[config.mk]
export PLATFORM = sky130hd
export DESIGN_NAME = clock_pulse_generator_control
export DESIGN_NICKNAME = d
export VERILOG_FILES = /design/src/cpg_pkg.sv /design/src/free_divider.sv /design/src/clock_pulse_generator_control.sv
export VERILOG_INCLUDE_DIRS = /design/src
export SDC_FILE = /design/constraint.sdc
export NUM_CORES = 1
export LEC_CHECK = 0
export BUFFER_PORTS_ARGS = -buffer_cell sky130_fd_sc_hd__buf_4
export CAP_MARGIN = 5
export CORE_MARGIN = 2
export CORE_UTILIZATION = 53
export DETAILED_ROUTE_END_ITERATION = 8
export PLACE_DENSITY = 0.87
export SLEW_MARGIN = 30
export SYNTH_ARGS = -nofsm -noshare
export SYNTH_HDL_FRONTEND = slang
export SYNTH_SLANG_ARGS = --single-unit
[constraint.sdc]
create_clock -name aclk -period 4.8 [get_ports aclk]
set_input_delay 0.48 -clock aclk [delete_from_list [all_inputs] [get_ports aclk]]
set_output_delay 0.48 -clock aclk [all_outputs]
set_load 0.02 [all_outputs]
[src/cpg_defines.svh]
`ifndef CPG_DEFINES_SVH
`define CPG_DEFINES_SVH

// ************************************************************
// Register map
// ************************************************************
`define SYSCLK_CTRL_OFFSET     32'h0000_0000
`define LOWPWR_CTRL_OFFSET     32'h0000_0004
`define SYSCLK_CTRL_RESET      8'h00
`define LOWPWR_CTRL_RESET      8'h00
`define PLL_FACTOR_RESET       2'h0

// ************************************************************
// Field limits and bus answers
// ************************************************************
`define BMC_SELECT_MAX         3'h5
`define PLL_FACTOR_PROHIBITED  2'h3
`define AXI_RESP_OKAY          2'h0
`define AXI_RESP_SLVERR        2'h2

// ************************************************************
// Dividers and timing
// ************************************************************
`define MED_DIV_WIDTH          5
`define SUB_DIV_WIDTH          7
`define STANDBY_WAIT_BASE      16'h0010
`define WAIT_COUNT_ZERO        16'h0000
`define WAIT_COUNT_ONE         16'h0001

`endif

[src/cpg_pkg.sv]
package cpg_pkg;

    typedef enum logic [3:0] {
        MODE_HIGH_SPEED   = 4'b0000,
        MODE_MEDIUM_SPEED = 4'b0001,
        MODE_SUBACTIVE    = 4'b0010,
        MODE_SLEEP        = 4'b0011,
        MODE_SUBSLEEP     = 4'b0100,
        MODE_SW_STANDBY   = 4'b0101,
        MODE_WATCH        = 4'b0110,
        MODE_DIRECT       = 4'b0111,
        MODE_HW_STANDBY   = 4'b1000
    } power_mode_t;

    typedef enum logic [1:0] {
        SEL_NONE   = 2'b00,
        SEL_SYSCLK = 2'b01,
        SEL_LOWPWR = 2'b10
    } reg_sel_t;

    typedef struct packed {
        logic       output_disable;
        logic       factor_switch_mode_select;
        logic [2:0] bus_master_clock_select;
    } system_clock_control_t;

    typedef struct packed {
        logic       direct_transition_on;
        logic       low_speed_on;
        logic       reserved_5;
        logic       subclock_stop;
        logic       feedback_resistor_cut;
        logic       reserved_2;
        logic [1:0] pll_factor;
    } low_power_control_t;

    typedef struct packed {
        logic        awvalid;
        logic [31:0] awaddr;
        logic        wvalid;
        logic [31:0] wdata;
        logic [3:0]  wstrb;
        logic        bready;
        logic        arvalid;
        logic [31:0] araddr;
        logic        rready;
    } axil_req_t;

    typedef struct packed {
        logic        awready;
        logic        wready;
        logic        bvalid;
        logic [1:0]  bresp;
        logic        arready;
        logic        rvalid;
        logic [31:0] rdata;
        logic [1:0]  rresp;
    } axil_rsp_t;

    typedef struct packed {
        logic       system_clock_pin_out;
        logic       system_clock_pin_oe_n;
        logic       bus_master_clock_enable;
        logic       subclock;
        logic [1:0] pll_factor;
        logic       feedback_resistor_on;
        logic       operation_ready;
        logic       direct_transition_on;
        logic       low_speed_on;
    } clock_out_t;

    typedef struct packed {
        system_clock_control_t scc;
        low_power_control_t    lpc;
        logic [1:0]            active_pll_factor;
        logic                  cut_active;
        logic                  feedback_on;
        logic                  aw_held;
        reg_sel_t              aw_sel;
        logic                  w_held;
        logic [7:0]            wdata;
        logic                  wstrb0;
        logic                  bvalid;
        logic [1:0]            bresp;
        logic                  rvalid;
        logic [7:0]            rdata;
        logic [1:0]            rresp;
        logic                  pin_level;
        logic                  pin_oe_n;
        logic                  bm_enable;
        power_mode_t           prev_mode;
        logic [15:0]           wait_count;
        logic                  op_ready;
    } cpg_state_t;

endpackage

[src/free_divider.sv]
`timescale 1ns/1ns
`default_nettype none

// ************************************************************
// Synchronous binary counter used as a clock divider
// ************************************************************
// While run is low the count is held at zero, so a stopped divider
// always restarts from a known phase.
module free_divider #(
    parameter int WIDTH = 7
) (
    input  wire logic             aclk,
    input  wire logic             aresetn,
    input  wire logic             ce,
    input  wire logic             run,
    output var  logic [WIDTH-1:0] count
);

    logic [WIDTH-1:0] next_count;

    if (WIDTH < 1) begin : g_check
        $error("free_divider needs at least one stage");
    end

    always_comb begin
        next_count = '0;
        if (run) begin
            next_count = count + {{(WIDTH-1){1'b0}}, 1'b1};
        end
    end

    always_ff @(posedge aclk) begin
        if (!aresetn) begin
            count <= '0;
        end else if (ce) begin
            count <= next_count;
        end
    end

endmodule

`default_nettype wire

[src/clock_pulse_generator_control.sv]
// Local design decisions: the register offsets and the AXI4-Lite interface to the registers.
`timescale 1ns/1ns
`default_nettype none
`include "cpg_defines.svh"

// ************************************************************
// Clock pulse generator control with AXI4-Lite register access
// ************************************************************
// The system clock pin shows an image of the internal clock at half
// the bus clock rate, because a gated copy of aclk itself would glitch.
module clock_pulse_generator_control #(
    parameter int          SUB_DIV_WIDTH = `SUB_DIV_WIDTH,
    parameter logic [15:0] WAIT_BASE     = `STANDBY_WAIT_BASE
) (
    input  wire logic                 aclk,
    input  wire logic                 aresetn,
    input  wire logic                 ce,
    input  wire cpg_pkg::axil_req_t   axil_req,
    output var  cpg_pkg::axil_rsp_t   axil_rsp,
    input  wire cpg_pkg::power_mode_t power_mode,
    input  wire logic [2:0]           standby_timer_select,
    output var  cpg_pkg::clock_out_t  clock_out
);

    // ********************************************************
    // Elaboration checks
    // ********************************************************
    if (SUB_DIV_WIDTH != `SUB_DIV_WIDTH) begin : g_sub_check
        $error("Subclock divider must divide by 128");
    end
    if (WAIT_BASE == `WAIT_COUNT_ZERO || WAIT_BASE > 16'h01FF) begin : g_wb
        $error("Wait base must be nonzero and fit after a shift of 7");
    end

    // ********************************************************
    // State and dividers
    // ********************************************************
    cpg_pkg::cpg_state_t         s;
    cpg_pkg::cpg_state_t         next_s;
    logic [`MED_DIV_WIDTH-1:0]   med_count;
    logic [SUB_DIV_WIDTH-1:0]    sub_count;
    logic                        clocks_running;
    logic                        sub_running;

    // The oscillator is stopped in software standby, watch and
    // hardware standby, so every divider rests there.
    always_comb begin
        clocks_running = !(power_mode == cpg_pkg::MODE_SW_STANDBY ||
                           power_mode == cpg_pkg::MODE_WATCH ||
                           power_mode == cpg_pkg::MODE_HW_STANDBY);
        sub_running = clocks_running && !s.lpc.subclock_stop;
    end

    free_divider #(
        .WIDTH (`MED_DIV_WIDTH)
    ) medium_divider (
        .aclk    (aclk),
        .aresetn (aresetn),
        .ce      (ce),
        .run     (clocks_running),
        .count   (med_count)
    );

    free_divider #(
        .WIDTH (SUB_DIV_WIDTH)
    ) sub_divider (
        .aclk    (aclk),
        .aresetn (aresetn),
        .ce      (ce),
        .run     (sub_running),
        .count   (sub_count)
    );

    // ********************************************************
    // Address decode
    // ********************************************************
    function automatic cpg_pkg::reg_sel_t decode(input logic [31:0] addr);
        cpg_pkg::reg_sel_t sel;
        sel = cpg_pkg::SEL_NONE;
        if (addr == `SYSCLK_CTRL_OFFSET) begin
            sel = cpg_pkg::SEL_SYSCLK;
        end else if (addr == `LOWPWR_CTRL_OFFSET) begin
            sel = cpg_pkg::SEL_LOWPWR;
        end
        return sel;
    endfunction

    // ********************************************************
    // Next state
    // ********************************************************
    logic [5:0]  span;
    logic        bm_hit;
    logic        entering_standby;
    logic        leaving_standby;

    always_comb begin
        next_s = s;

        // Divide by 2**select: the tick lands where the low bits are ones.
        span   = (6'h01 << s.scc.bus_master_clock_select) - 6'h01;
        bm_hit = (med_count & span[`MED_DIV_WIDTH-1:0]) ==
                 span[`MED_DIV_WIDTH-1:0];
        next_s.bm_enable = clocks_running && bm_hit;

        // Write address and data are taken independently.
        if (axil_req.awvalid && !s.aw_held && !s.bvalid) begin
            next_s.aw_held = 1'b1;
            next_s.aw_sel  = decode(axil_req.awaddr);
        end
        if (axil_req.wvalid && !s.w_held && !s.bvalid) begin
            next_s.w_held = 1'b1;
            next_s.wdata  = axil_req.wdata[7:0];
            next_s.wstrb0 = axil_req.wstrb[0];
        end

        if (s.bvalid && axil_req.bready) begin
            next_s.bvalid = 1'b0;
        end

        if (s.aw_held && s.w_held && !s.bvalid) begin
            next_s.aw_held = 1'b0;
            next_s.w_held  = 1'b0;
            next_s.bvalid  = 1'b1;
            next_s.bresp   = `AXI_RESP_OKAY;
            unique case (s.aw_sel)
                cpg_pkg::SEL_SYSCLK: begin
                    if (s.wstrb0) begin
                        next_s.scc.output_disable = s.wdata[7];
                        next_s.scc.factor_switch_mode_select = s.wdata[3];
                        // A prohibited divider code keeps the old one.
                        if (s.wdata[2:0] <= `BMC_SELECT_MAX) begin
                            next_s.scc.bus_master_clock_select =
                                s.wdata[2:0];
                        end
                    end
                end
                cpg_pkg::SEL_LOWPWR: begin
                    if (s.wstrb0) begin
                        next_s.lpc.direct_transition_on  = s.wdata[7];
                        next_s.lpc.low_speed_on          = s.wdata[6];
                        next_s.lpc.reserved_5            = s.wdata[5];
                        next_s.lpc.subclock_stop         = s.wdata[4];
                        next_s.lpc.feedback_resistor_cut = s.wdata[3];
                        next_s.lpc.reserved_2            = s.wdata[2];
                        if (s.wdata[1:0] != `PLL_FACTOR_PROHIBITED) begin
                            next_s.lpc.pll_factor = s.wdata[1:0];
                            if (s.scc.factor_switch_mode_select) begin
                                next_s.active_pll_factor =
                                    s.wdata[1:0];
                            end
                        end
                    end
                end
                default: begin
                    next_s.bresp = `AXI_RESP_SLVERR;
                end
            endcase
        end

        if (s.rvalid && axil_req.rready) begin
            next_s.rvalid = 1'b0;
        end
        if (axil_req.arvalid && !s.rvalid) begin
            next_s.rvalid = 1'b1;
            next_s.rresp  = `AXI_RESP_OKAY;
            unique case (decode(axil_req.araddr))
                cpg_pkg::SEL_SYSCLK: begin
                    next_s.rdata = {s.scc.output_disable, 3'h0,
                                    s.scc.factor_switch_mode_select,
                                    s.scc.bus_master_clock_select};
                end
                cpg_pkg::SEL_LOWPWR: begin
                    next_s.rdata = s.lpc;
                end
                default: begin
                    next_s.rdata = 8'h00;
                    next_s.rresp = `AXI_RESP_SLVERR;
                end
            endcase
        end

        // Standby entry: a deferred factor and a pending feedback cut
        // both take effect while the generator is stopped.
        entering_standby = power_mode == cpg_pkg::MODE_SW_STANDBY &&
                           s.prev_mode != cpg_pkg::MODE_SW_STANDBY;
        leaving_standby  = power_mode != cpg_pkg::MODE_SW_STANDBY &&
                           s.prev_mode == cpg_pkg::MODE_SW_STANDBY;
        next_s.prev_mode = power_mode;
        if (entering_standby) begin
            next_s.active_pll_factor = s.lpc.pll_factor;
            next_s.cut_active = s.lpc.feedback_resistor_cut;
            next_s.op_ready   = 1'b0;
        end

        // Recovery waits out the count picked by the standby timer select.
        if (leaving_standby) begin
            next_s.wait_count = 16'(WAIT_BASE << standby_timer_select);
        end else if (s.wait_count != `WAIT_COUNT_ZERO) begin
            next_s.wait_count = s.wait_count - `WAIT_COUNT_ONE;
            if (s.wait_count == `WAIT_COUNT_ONE) begin
                next_s.op_ready = 1'b1;
            end
        end

        next_s.feedback_on = !s.cut_active && clocks_running;

        unique case (power_mode)
            cpg_pkg::MODE_HIGH_SPEED, cpg_pkg::MODE_MEDIUM_SPEED,
            cpg_pkg::MODE_SUBACTIVE, cpg_pkg::MODE_SLEEP,
            cpg_pkg::MODE_SUBSLEEP: begin
                next_s.pin_oe_n = 1'b0;
                next_s.pin_level = s.scc.output_disable ? 1'b1
                                                        : !s.pin_level;
            end
            cpg_pkg::MODE_SW_STANDBY, cpg_pkg::MODE_WATCH,
            cpg_pkg::MODE_DIRECT: begin
                next_s.pin_oe_n  = 1'b0;
                next_s.pin_level = 1'b1;
            end
            cpg_pkg::MODE_HW_STANDBY: begin
                next_s.pin_oe_n  = 1'b1;
                next_s.pin_level = 1'b1;
            end
            default: begin
                next_s.pin_oe_n  = 1'b0;
                next_s.pin_level = 1'b1;
            end
        endcase
    end

    // ********************************************************
    // Register and reset
    // ********************************************************
    always_ff @(posedge aclk) begin
        if (!aresetn) begin
            s.scc               <= 5'(`SYSCLK_CTRL_RESET);
            s.lpc               <= `LOWPWR_CTRL_RESET;
            s.active_pll_factor <= `PLL_FACTOR_RESET;
            s.cut_active        <= 1'b0;
            s.feedback_on       <= 1'b1;
            s.aw_held           <= 1'b0;
            s.aw_sel            <= cpg_pkg::SEL_NONE;
            s.w_held            <= 1'b0;
            s.wdata             <= 8'h00;
            s.wstrb0            <= 1'b0;
            s.bvalid            <= 1'b0;
            s.bresp             <= `AXI_RESP_OKAY;
            s.rvalid            <= 1'b0;
            s.rdata             <= 8'h00;
            s.rresp             <= `AXI_RESP_OKAY;
            s.pin_level         <= 1'b1;
            s.pin_oe_n          <= 1'b0;
            s.bm_enable         <= 1'b0;
            s.prev_mode         <= cpg_pkg::MODE_HIGH_SPEED;
            s.wait_count        <= `WAIT_COUNT_ZERO;
            s.op_ready          <= 1'b1;
        end else if (ce) begin
            s <= next_s;
        end
    end

    // ********************************************************
    // Outputs
    // ********************************************************
    always_comb begin
        axil_rsp.awready = !s.aw_held && !s.bvalid;
        axil_rsp.wready  = !s.w_held && !s.bvalid;
        axil_rsp.bvalid  = s.bvalid;
        axil_rsp.bresp   = s.bresp;
        axil_rsp.arready = !s.rvalid;
        axil_rsp.rvalid  = s.rvalid;
        axil_rsp.rdata   = {24'h000000, s.rdata};
        axil_rsp.rresp   = s.rresp;

        clock_out.system_clock_pin_out    = s.pin_level;
        clock_out.system_clock_pin_oe_n   = s.pin_oe_n;
        clock_out.bus_master_clock_enable = s.bm_enable;
        clock_out.subclock = sub_count[SUB_DIV_WIDTH-1];
        clock_out.pll_factor              = s.active_pll_factor;
        clock_out.feedback_resistor_on    = s.feedback_on;
        clock_out.operation_ready         = s.op_ready;
        clock_out.direct_transition_on    = s.lpc.direct_transition_on;
        clock_out.low_speed_on            = s.lpc.low_speed_on;
    end

endmodule

`default_nettype wire

After elaboration in Yosys (flattened, before gate mapping) --
Cells that the tools add are included.
Storage, ports and cells: input port bits 115, ROM bits 0, bits in latches 0, memories kept 0, logic and storage cells 147, RAM bits 0, flip-flop bits (word level) 80, output and inout bits 51
Operators by class: reduce and logical (&&, ||, !) cells 58, $add $sub $neg 4, divide/modulo/power cells 0, eq/ne operators 19, multiplexer cells 31, shift-type cells 2, bitwise operators 1, multiply operators 0, magnitude comparators 1
Operators by type and width (number):
- 32-bit by 3-bit equality test with 1-bit output, second input constant | 2
- 32-bit zero test | 2
- 2-bit 2-to-1 mux | 12
- 2-bit AND reduction | 10
- 2-bit nonzero test | 10
- 17-bit 2-to-1 mux | 1
- 16-bit by 1-bit equality test with 1-bit output, second input constant | 1
- 4-bit by 3-bit equality test with 1-bit output, second input constant | 4
- 1-bit logical AND | 16
- 16-bit 2-to-1 mux | 1
- 8-bit case mux with 2 select lines | 1
- 16-bit nonzero test | 1
- 5-bit by 3-bit << shifter with 16-bit output, first input constant | 1
- 16-bit by 1-bit subtractor with 16-bit output, second input constant | 1
- 11-bit 2-to-1 mux | 1
- 10-bit 2-to-1 mux | 1
- 5-bit AND reduction | 2
- 3-bit 2-to-1 mux | 3
- 4-bit by 2-bit equality test with 1-bit output, second input constant | 2
- 1-bit zero test | 8
- 1-bit 2-to-1 mux | 8
- 4-bit by 3-bit inequality test with 1-bit output, second input constant | 2
- 4-bit AND reduction | 2
- 7-bit by 1-bit adder with 7-bit output, second input constant | 1
- other kinds (19) | 23

Longest topological paths before layout --
Gate-level depths: netlist of the first run.
word-level depth 8, mapped depth 7, depth with buffers taken out 7

Cells and area by module --
From an unflattened synthesis of the first run, not the netlist that was laid out.
Second synthesis, totals: cell total of the unflattened synthesis 525, area, all modules 4398.0 um2
By module, submodules not included:
- clock_pulse_generator_control | sequential area each 1321.3 um2, area an instance 3896.2 um2, instances 1, cells each 470
- free_divider at sub_divider | sequential area each 140.1 um2, area an instance 295.3 um2, instances 1, cells each 33
- free_divider at medium_divider | sequential area each 100.1 um2, area an instance 206.4 um2, instances 1, cells each 22

Worst setup path before layout of the first run --
No wires, ideal clock.
path type register to register, start register s[1] (netlist name), end register s[16] (netlist name), required time 4.678 ns, clock period less this slack 2.168 ns, setup time 0.122 ns, setup slack 2.632 ns, arrival 2.046 ns, path buffers 0, stages on the path, launching flop included 8, cells stage by stage dfxtp_1 inv_1 ha_1 or4b_1 or4_4 nand3_2 nor3_1 a311o_1
Between the ends: cells in the longest elaborated chain, start to end 3, elaborated cells between the ends (all ways) 6, those cells by class add/sub (1); mux (2); reduce/logical (3)
RTL lines:
- from (decl) | RTL line clock_pulse_generator_control.sv:38 | cpg_pkg::cpg_state_t s;
- from (signal assigned) | RTL line clock_pulse_generator_control.sv:258 | s <= next_s;
- 16-bit by 1-bit subtractor with 16-bit output (no source line) / 16-bit nonzero test (equally long branches)
- 17-bit 2-to-1 mux / 2-bit nonzero test (equally long branches)
- 16-bit 2-to-1 mux / 2-bit AND reduction (equally long branches)
Parallel ways exist; a longest one is shown, timed or not. The select of a mux whose other input is x is not followed. A chain may end at the register's enable or synchronous reset.

Final worst setup path of the first run --
start register s[1] (netlist name), end register s[15] (netlist name)
The elaborated chain is that of the path after synthesis.

==> results of run 1 <==
-- how the worst min path moves through the flow --
stage,startpoint,end,slack [ns],cells past startpoint
after floorplan,s[43]$_SDFFE_PN0P_,s[43]$_SDFFE_PN0P_,0.44,2
after global placement,s[52]$_SDFFE_PN0P_,s[52]$_SDFFE_PN0P_,0.44,2
after detailed placement,s[43]$_SDFFE_PN0P_,s[43]$_SDFFE_PN0P_,0.45,2
after CTS,axil_req[44],s[44]$_SDFFE_PN0P_,0.35,3
after global routing,axil_req[45],s[45]$_SDFFE_PN0P_,0.36,3
final,axil_req[44],s[44]$_SDFFE_PN0P_,0.35,3
-- per-layer routing --
metal  global-route usage  vias up  routed length, um
li1                     -     1878                  -
met1                0.290     1797               4240
met2                0.408      139               4970
met3               0.0325       16                527
met4                0.113        0                180
met5                    0        -                  0
-- critical path: cells and delay by family (launching register included) --
kind	cells	cell delay [ns]
AO/OA/AOI/OAI	1	0.26
buffers and inverters	1	0.10
adder cells (fa/ha/maj)	1	0.16
AND/OR/NAND/NOR	4	1.48
flip-flops	1	0.35
-- cells in the mapped netlist, types with 4 or more instances --
cell type,instances,share of area
and3_1,4,0.0060
nor4_1,21,0.032
a2bb2oi_1,8,0.017
inv_1,10,0.0091
nor2_1,67,0.061
xnor2_1,5,0.011
clkbuf_1,14,0.013
a31oi_1,4,0.0060
buf_4,48,0.087
nand4_1,9,0.014
nand2_1,58,0.053
mux2i_1,21,0.051
o21ai_0,12,0.015
nand3_1,13,0.016
dfxtp_1,78,0.38
nand3b_1,4,0.0073
nor3_1,17,0.021
xor2_1,7,0.015
ha_1,8,0.024
a21oi_1,25,0.030
-- placed cells by master, fill, tap and decap left out, types with 5 or more instances in the layout --
master,n
buf_4,113
inv_1,10
nand4_1,9
nor3_1,17
ha_1,8
o21ai_0,12
xnor2_1,5
a2bb2oi_1,8
nand3_1,13
xor2_1,7
mux2i_1,21
clkbuf_8,9
nor2_1,67
a21oi_1,25
dfxtp_1,78
conb_1,26
nand2_1,58
nor4_1,21
-- power groups by stage --
stage               Sequential (W)  Clock, W  Combinational (W)
floorplan                 0.000791         0           0.000537
global placement          0.000806         0           0.000673
detailed placement        0.000810         0           0.000694
CTS                       0.000796  0.000480           0.000697
global route              0.000810  0.000512           0.000779
finish                    0.000799  0.000472           0.000707
-- state kept, by name, indices dropped and copies added, names as in the netlist --
register	count
axil_rsp	12
clock_out	9
medium_divider.count	5
s	45
sub_divider.count	7
-- cells by family after synthesis --
group / Yosys count
mux: 21
buf+inv: 75
flops: 78
xor+xnor: 12
compound gates: 80
fa+ha+maj: 8
simple gates: 224
other cells: 1
-- through the flow --
stage                     total power (W)  setup slack [ns]
after floorplan                   0.00133              2.63
after global placement            0.00148              2.42
after detailed placement          0.00150              2.35
after CTS                         0.00197              2.43
after global routing              0.00210              2.21
final                             0.00198              2.35
-- final cells by class --
| cell class | instances | area, sq um | area share |
|---|---|---|---|
| clock buffers | 9 | 124 | 0.0249 |
| clock inverters | 7 | 63.8 | 0.0128 |
| inverters | 10 | 37.5 | 0.00755 |
| multi-input cells | 371 | 2210 | 0.444 |
| flip-flops and latches | 78 | 1560 | 0.314 |
| well taps | 102 | 128 | 0.0257 |
| repair buffers | 113 | 848 | 0.171 |
==> impl_results.md, run 1 <==
* Tightest Hold Check Type: input pin to flop
* CTS H-tree depth at 3
* Cts hold-fix bufs at 0
* Worst skew pair latency at 0.37 ns
* Post-synth EDFFs at 0
* DIE AREA at 0.00853 sq mm
* DRC Markers at 0
* Placed Area at 0.00478 sq mm
* Synth warn at 0
* 1st-pass router iterations at 4
* Final ANT Viol Nets at 0
* WS Path Type: flop to flop
* Ports at 166
* Crit path capture: s[15]$_SDFFE_PN0P_
* Largest stage delay on the critical path at 0.58 ns
* Min Hold Slack at 0.354 ns
* P_int at ~0.0012 W
* Root Driver: clkbuf_8
* Fin util at 0.650
* Core footprint at 0.00765 sq mm
* Die width at 92.4 um
* Num CTS Buffers at 9
* Post-route setup TNS at 0 ns
* Syn Area/Cell at approximately 8.3 sq um
* CP arrival at 2.71 ns
* Clock Power Share at 0.239
* Combinational group share of total power at 0.357
* Crit-path cells: inv_1 -> ha_1 -> or4b_1 -> nor4_1 -> nor3_1 -> and3_1 -> o31a_1
* Reg-to-reg startpoint: s[1]$_SDFFE_PN0P_
* Post-DR vias/cell at between 5 and 6
* CP max stage cell: nor4_1
* Clock buffer depth at 2
* Peak supply drop at 0.193 mV
* Fin. max-slew vios at 0
* Via count at approximately 3800
* Post-route clock skew at 0.0101 ns
* Seq/Total Area, Yosys at 0.377
* Pin count of the biggest net entering global routing at 39
* Starting Density at 0.541
* Mux share of post-synthesis cell area at 0.0508
* DRT iter0 DRCs at 173
* Required @ worst endpoint at 5.05 ns
* Placed cells at 674
* RePlAce Congestion at 0.968
* Initial antenna violation count at 0
* Wire per inst at 14.4 um
* Share of layout cells above drive strength 1 at 0.238
* Layout area overhead at 20.1%
* Simple-Gate Fraction of Synth Area at 0.272
* Final setup vio count at 0
* CP max FO at 4
* FF-to-FF End: s[15]$_SDFFE_PN0P_
* Final Cycle Share at 0.511
* Setup Buffers After CTS at 0
* Setup crit start: s[1]$_SDFFE_PN0P_
* Largest family of logic cells by synthesized area: simple AND/OR/NAND/NOR gates
* Flop-to-flop setup slack at 2.35 ns
* CTS resizes at 0
* Synth Area in Compound Gates at 0.137
* #FFs+latches synth at 78
* Endpoint type of the worst setup path: flop
* Worst-Margin Slew at 0.838 ns
* Unrepaired setup endpoints after global routing: no
* Max-slew headroom at 0.440
* Setup crit start kind: flop
* Gr usage total at 0.236
* Final hold violation count at 0
* Fmax at 408 MHz
* Register share of total power at 0.404
* Post-Syn Area at 0.00414 sq mm
* Row Count at 32
* Gr ovfl total at 0
* Final nets at 706
* Net Sw Power at about 0.00076 W
* PD cells at approximately 400 mW/mm^2
* Vias in the first global route at between 3000 and 4000
* Global-route wire length before repair at ~16 mm
* Port Buffers at 112
* Worst Reg-to-Reg Cells at 7
* Max-cap violations at 0
* CTS tree: yes
* Routed WL at 9.92 mm
* DP HPWL at 7.53 mm
* Final Cell Area at around 0.0050 sq mm
* Fill cell count at 646
* Post-Synth XOR/XNOR Area at 0.0254
* Status: finished clean
* Sw Share at 0.386
* Non-Filler Instances at 690
* Lkg Pwr at 2.13 nW
* Ys async rst share at 0
* # diodes at 0
* Top_reg_cell synth: dfxtp_1
* Chip height at 92.4 um
* Post-Synth Adder-Cell Area at 0.0242
* Cells after Synth at between 400 and 500
* Worst-path clk slew at 0.09 ns
* Minimum clock period at between 2 and 2.5 ns
* Synth unique cells at just over 60
* # clock sinks at 78
(Power assumes the default switching activity.)
==> inputs of run 2 (changes only) <==
--- a/config.mk
+++ b/config.mk
@@ -6,12 +6,13 @@
 export SDC_FILE = /design/constraint.sdc
 export NUM_CORES = 1
 export LEC_CHECK = 0
+export ABC_AREA = 1
 export BUFFER_PORTS_ARGS = -buffer_cell sky130_fd_sc_hd__buf_4
 export CAP_MARGIN = 5
 export CORE_MARGIN = 2
-export CORE_UTILIZATION = 53
+export CORE_UTILIZATION = 51
 export DETAILED_ROUTE_END_ITERATION = 8
-export PLACE_DENSITY = 0.87
+export PLACE_DENSITY = 0.82
 export SLEW_MARGIN = 30
 export SYNTH_ARGS = -nofsm -noshare
 export SYNTH_HDL_FRONTEND = slang
==> constraint.sdc (replaced) <==
create_clock -name aclk -period 2.3 [get_ports aclk]
set_input_delay 0.23 -clock aclk [delete_from_list [all_inputs] [get_ports aclk]]
set_output_delay 0.23 -clock aclk [all_outputs]
set_load 0.02 [all_outputs]
==> impl_results.md, run 2 <==
* Status: finished clean
* # clock sinks at 78 (unchanged)
* Core footprint at 0.00911 sq mm (+19%)
* Initial antenna violation count at 0 (unchanged)
* Fin util at 0.616 (-0.0340)
* DRT iter0 DRCs at 244 (+41%)
* Cells after Synth at 716 (+43%)
* CTS tree: yes
* Area contributors post-synth: dfxtp_1, nor2_1, nand2_1
* CP arrival at 1.85 ns (-0.86 ns)
* Endpoint type of the worst setup path: flop
* Top-count cell post-synth: nor2_1
* Final setup vio count at 0 (unchanged)
* Max-slew headroom at 0.582 (+0.142)
* Vias in the first global route at 4318 (+16%)
* CP max FO at 6 (+2)
* Largest register FFs at 45 (unchanged)
* Post-synth EDFFs at 0 (unchanged)
* Cell taking the most area after synthesis: dfxtp_1
* Worst-Margin Slew at 0.623 ns (-0.215 ns)
* Via count at 4594 (+20%)
* Die width at 100 um (+8.6%)
* Unrepaired setup endpoints after global routing: no
* Synth warn at 0 (unchanged)
* Simple-Gate Fraction of Synth Area at 0.372 (+0.0998)
* Final hold violation count at 0 (unchanged)
* Largest family of logic cells by synthesized area: simple AND/OR/NAND/NOR gates
* CTS resizes at 0 (unchanged)
* DP HPWL at 8.28 mm (+9.9%)
* Root Driver: clkbuf_8
* Final Cycle Share at 0.685 (+0.174)
* # diodes at 0 (unchanged)
* Worst skew pair latency at 0.36 ns (about the same)
* Post-Synth XOR/XNOR Area at 0.0222 (-0.00318)
* Overall power at 0.00478 W (+140%)
* Starting Density at 0.519 (-0.0219)
* Sw Share at 0.404 (+0.0185)
* Lkg Pwr at 2.68 nW (+26%)
* Num CTS Buffers at 9 (unchanged)
* Post-route clock skew at 0.00942 ns (-0.000651 ns)
* Worst-path clk slew at 0.09 ns (about the same)
* CTS H-tree depth at 3 (unchanged)
* Commonest non-fill, non-tap cells in the layout: nor2_1, nand2_1, buf_4
* Post-Synth Adder-Cell Area at 0.0212 (-0.00303)
* Post-Syn Area at 0.00473 sq mm (+14%)
* Gr ovfl total at 0 (unchanged)
* DRC Markers at 0 (unchanged)
* Syn Area/Cell at 6.61 sq um (-20%)
* Post-DR vias/cell at 4.98 (-10%)
* Mux share of post-synthesis cell area at 0 (-0.0508)
* RePlAce Congestion at 0.895 (-7.5%)
* Layout area overhead at 18.6%
* Gr usage total at 0.217 (-0.0192)
* WS Path Type: flop to flop
* Ports at 166 (unchanged)
* Final ANT Viol Nets at 0 (unchanged)
* Register share of total power at 0.350 (-0.054)
* Cts hold-fix bufs at 0 (unchanged)
* Row Count at 35 (+9.4%)
* Clock Power Share at 0.241 (+0.002)
* P_int at 0.00285 W (+130%)
* Share of layout cells above drive strength 1 at 0.210 (-0.0285)
* Synth Area in Compound Gates at 0.0971 (-0.0402)
* 1st-pass router iterations at 5 (+1)
* Max-cap violations at 0 (unchanged)
* Setup crit start kind: flop
* Tightest Hold Check Type: input pin to flop
* Seq/Total Area, Yosys at 0.330 (-0.0472)
* Setup Buffers After CTS at 0 (unchanged)
* Required @ worst endpoint at 2.58 ns (-2.47 ns)
* Chip height at 100 um (+8.6%)
* Net Sw Power at 0.00193 W (+150%)
* Synth top area share at 0.330 (-0.0472)
* Synth unique cells at 38 (-38%)
* Port Buffers at 112 (unchanged)
* Commonest non-fill, non-tap cell in the layout: nor2_1
* Ys async rst share at 0 (unchanged)
* Pin count of the biggest net entering global routing at 45 (+15%)
* Wire per inst at 11.8 um (-18%)
* Minimum clock period at 1.57 ns (-0.878 ns)
* Top_reg_cell synth: dfxtp_1
* DIE AREA at 0.0101 sq mm (+18%)
* Largest reg by FF count: s
* PD cells at 852 mW/mm^2 (+110%)
* Routed WL at 10.9 mm (+9.5%)
* Global-route wire length before repair at 18.1 mm (+10%)
* Final nets at 929 (+32%)
* Post-route setup TNS at 0 ns (unchanged)
* Fmax at 635 MHz (+56%)
* Fin. max-slew vios at 0 (unchanged)
* Top post-synthesis cells by count: nor2_1, nand2_1, dfxtp_1
* #FFs+latches synth at 78 (unchanged)
* Peak supply drop at 0.455 mV (+140%)
* Combinational group share of total power at 0.409 (+0.052)
* Clock buffer depth at 2 (unchanged)
## run 2: cell types whose count changed after synthesis, moves of 11 or more
cell / previous run / this run
nor4_1: 21 / 1
inv_1: 10 / 75
clkbuf_1: 14 / 3
nor2_1: 67 / 154
mux2i_1: 21 / 0
nand2_1: 58 / 132
nor3_1: 17 / 6
o21ai_0: 12 / 37
nand3_1: 13 / 52
## run 2: layout make-up
type                            count  area (sq um)
Tap cell                          111           139
Fill cell                         826          3500
Clock buffer                       10           128
Clock inverter                      6          93.8
Sequential cell                    78          1560
Multi-Input combinational cell    522          2520
Inverter                           79           297
Timing Repair Buffer              116           871
## run 2: cell families after synthesis
kind of cell	after synthesis
and+or+nand+nor	393
buffers and inverters	141
AOI/OAI and AO/OA	83
DFF	78
xor gates and xnor gates	12
adders and majority gates	8
other	1
## run 2: power by group through the flow
stage,combinational (W),sequential (W),clock (W)
floorplan,0.00159,0.00166,0
global placement,0.00187,0.00169,0
detailed placement,0.00193,0.00170,0
CTS,0.00195,0.00167,0.00117
global route,0.00221,0.00170,0.00124
finish,0.00196,0.00167,0.00115
## run 2: worst paths after layout
path                                    end  slack [ns]  depth (start not counted)               start
setup / recovery  clock_out[7]$_SDFFE_PN0P_        0.73                          9  s[65]$_SDFFE_PN0P_
hold reg to reg          s[52]$_SDFFE_PN0P_        0.46                          2  s[52]$_SDFFE_PN0P_
setup reg to reg  clock_out[7]$_SDFFE_PN0P_        0.73                          9  s[65]$_SDFFE_PN0P_
hold / removal           s[46]$_SDFFE_PN0P_        0.12                          3        axil_req[46]
## run 2: metrics by stage
stage / hold WS, ns / worst slack (ns) / std cells / cell area [sq um]
after CTS: 0.114 / 0.737 / 922 / 5610
after floorplan: 0.372 / 0.941 / 741 / 4820
after global routing: 0.118 / 0.562 / 922 / 5610
after detailed placement: 0.451 / 0.712 / 906 / 5390
final: 0.120 / 0.726 / 922 / 5610
after global placement: 0.447 / 0.738 / 906 / 5390
## run 2: worst max-delay path, stage by stage (launching register included)
cell     delay (ns)
dfxtp_1        0.35
inv_1          0.16
nand3_1        0.15
ha_1           0.30
nor2_1         0.04
a21oi_1        0.12
nand3_1        0.09
nor2_1         0.09
nand3_1        0.08
a21oi_1        0.12
## run 2: routing by layer
metal | part of all wire | routed length (um) | global-route usage | up-vias
met2 | 0.47 | 5150 | 0.376 | 141
li1 | - | - | - | 2373
met3 | 0.059 | 638 | 0.0453 | 18
met1 | 0.45 | 4890 | 0.267 | 2062
met4 | 0.017 | 180 | 0.0759 | 0
met5 | 0 | 0 | 0 | -
==> inputs of run 3 (changes only) <==
--- a/config.mk
+++ b/config.mk
@@ -6,13 +6,13 @@
 export SDC_FILE = /design/constraint.sdc
 export NUM_CORES = 1
 export LEC_CHECK = 0
-export ABC_AREA = 1
+export ABC_AREA = 0
 export BUFFER_PORTS_ARGS = -buffer_cell sky130_fd_sc_hd__buf_4
 export CAP_MARGIN = 5
 export CORE_MARGIN = 2
-export CORE_UTILIZATION = 51
+export CORE_UTILIZATION = 44
 export DETAILED_ROUTE_END_ITERATION = 8
-export PLACE_DENSITY = 0.82
+export PLACE_DENSITY = 0.78
 export SLEW_MARGIN = 30
 export SYNTH_ARGS = -nofsm -noshare
 export SYNTH_HDL_FRONTEND = slang
==> constraint.sdc (replaced) <==
create_clock -name aclk -period 1.3 [get_ports aclk]
set_input_delay 0.13 -clock aclk [delete_from_list [all_inputs] [get_ports aclk]]
set_output_delay 0.13 -clock aclk [all_outputs]
set_load 0.02 [all_outputs]
==> impl_results.md, run 3 (synthesized netlist as in run 1, its figures left out) <==
* CP max FO at 4 (-2)
* Starting Density at 0.450 (-0.0693)
* Final hold violation count at 0 (unchanged)
* Max-cap violations at 0 (unchanged)
* CP arrival at 2.38 ns (+0.53 ns)
* Worst skew pair latency at 0.36 ns (about the same)
* Final setup vio count at 36 (+36)
* Routed WL at 12.0 mm (+11%)
* Overall power at 0.00950 W (+99%)
* Final nets at 795 (-14%)
* DRT iter0 DRCs at 244 (unchanged)
* Setup crit start kind: flop
* Final Cycle Share at 1.64 (+0.958)
* Die width at 101 um (+0.68%)
* WS Path Type: flop to flop
* Global-route wire length before repair at 17.9 mm (-0.76%)
* Endpoint type of the worst setup path: flop
* RePlAce Congestion at 0.921 (+2.9%)
* Fin. max-slew vios at 0 (unchanged)
* Place WS at -0.998 ns (-1.71 ns)
* Post-route clock skew at 0.00888 ns (-0.000545 ns)
* Gr usage total at 0.222 (+0.00434)
* Final Worst Setup Slack at -0.835 ns (-1.56 ns)
* DIE AREA at 0.0102 sq mm (+1.4%)
* Peak supply drop at 0.911 mV (+100%)
* Post-DR vias/cell at 5.46 (+9.6%)
* Status: finished, violations left
* Wire per inst at 15.3 um (+30%)
* Largest reg by FF count: s
* Placed cells at 757 (-16%)
* Post-route setup TNS at -13.59 ns (-13.59 ns)
* Commonest non-fill, non-tap cell in the layout: buf_4
* Final ANT Viol Nets at 0 (unchanged)
* Root Driver: clkbuf_8
* Chip height at 101 um (+0.68%)
* CTS tree: yes
* CTS H-tree depth at 3 (unchanged)
* Worst-path clk slew at 0.09 ns (about the same)
* Gr ovfl total at 0 (unchanged)
* Share of layout cells above drive strength 1 at 0.428 (+0.218)
* Largest register FFs at 45 (unchanged)
* Failing checks: setup timing
* 1st-pass router iterations at 4 (-1)
* Lkg Pwr at 2.69 nW (+0.23%)
* Min-delay src: axil_req[43]
* Ports at 166 (unchanged)
* Reg-to-reg startpoint: s[6]$_SDFFE_PN0P_
* Layout area overhead at 47.8%
* PD cells at 1550 mW/mm^2 (+82%)
* Num CTS Buffers at 9 (unchanged)
* Required @ worst endpoint at 1.55 ns (-1.03 ns)
* Fmax at 468 MHz (-26%)
* Vias in the first global route at 3979 (-7.9%)
* DRC Markers at 0 (unchanged)
* Tightest Hold Check Type: input pin to flop
* Final Cell Area at 0.00612 sq mm (+9.0%)
* # clock sinks at 78 (unchanged)
* # diodes at 0 (unchanged)
* Initial antenna violation count at 0 (unchanged)
* Commonest non-fill, non-tap cells in the layout: buf_4, dfxtp_1, nor2_1
* Clock buffer depth at 2 (unchanged)
* Minimum clock period at 2.14 ns (+0.561 ns)
* Port Buffers at 112 (unchanged)
* Setup crit start: s[6]$_SDFFE_PN0P_
* Row Count at 35 (unchanged)
* Non-Filler Instances at 787 (-15%)
* Unrepaired setup endpoints after global routing: yes
* Placed Area at 0.00545 sq mm (+1.2%)
* Pin count of the biggest net entering global routing at 30 (-33%)
* DP HPWL at 8.39 mm (+1.4%)
* Core footprint at 0.00920 sq mm (+0.96%)
* Via count at 4299 (-6.4%)
[run 3: cell types whose count changed in the layout (fill, tap and decap cells not counted), sizes merged, moves of 8 or more]
cell / change
a21oi: -13
a2bb2oi: +8
buf: +85
inv: -70
mux2i: +21
nand2: -89
nand3: -39
nor2: -98
nor3: +11
nor4: +20
o21ai: -24
[run 3: per-layer routing]
metal / GRT usage / share of wire / vias up
met4: 0.119 / 0.026 / 0
li1: - / - / 2067
met5: 0 / 0 / -
met3: 0.0298 / 0.063 / 25
met1: 0.271 / 0.43 / 2029
met2: 0.377 / 0.49 / 178
[run 3: critical path, stage by stage (launching register included)]
cell and delay, ns:
dfxtp_1 0.33, or4_4 0.55, or4_4 0.60, o21ai_4 0.17, buf_6 0.13, a21oi_2 0.04
o221a_1 0.21
[run 3: power breakdown]
group	internal, W	total, W	switching, W
Clock	0.000993	0.00191	0.000921
Sequential	0.00266	0.00283	0.000171
Combinational	0.00246	0.00476	0.00229
[run 3: path summary, 6_finish.rpt]
| path | end | slack [ns] | cells after the start |
|---|---|---|---|
| worst min-delay path | s[43]$_SDFFE_PN0P_ | 0.02 | 3 |
| worst max register to register | s[6]$_SDFFE_PN0P_ | -0.84 | 6 |
| worst max-delay path | s[6]$_SDFFE_PN0P_ | -0.84 | 6 |
| worst min register to register | clock_out[7]$_SDFFE_PN0P_ | 0.46 | 2 |
[run 3: area by class of cell]
class	count	area, sq um
timing repair buffer	202	1610
multi-input combinational	371	2550
inverter	10	37.5
clock inverter	5	57.6
clock buffer	10	149
fill	678	3080
tap	111	139
sequential	78	1580
[run 3: timing repair]
action	4_1_cts	5_1_grt
cloned	0	3
setup endpoints to repair	32	61
gates resized for setup	31	54
buffers inserted	8	5
hold buffers	1	0
pin swaps	15	28
endpoints found under the hold margin	1	0
[run 3: stage by stage]
| step | hold WS [ns] | utilization |
|---|---|---|
| after floorplan | 0.266 | - |
| after global placement | 0.376 | 0.593 |
| after detailed placement | 0.387 | 0.593 |
| after CTS | 0.00308 | 0.639 |
| after global routing | 0.0146 | 0.665 |
| final | 0.0199 | 0.665 |
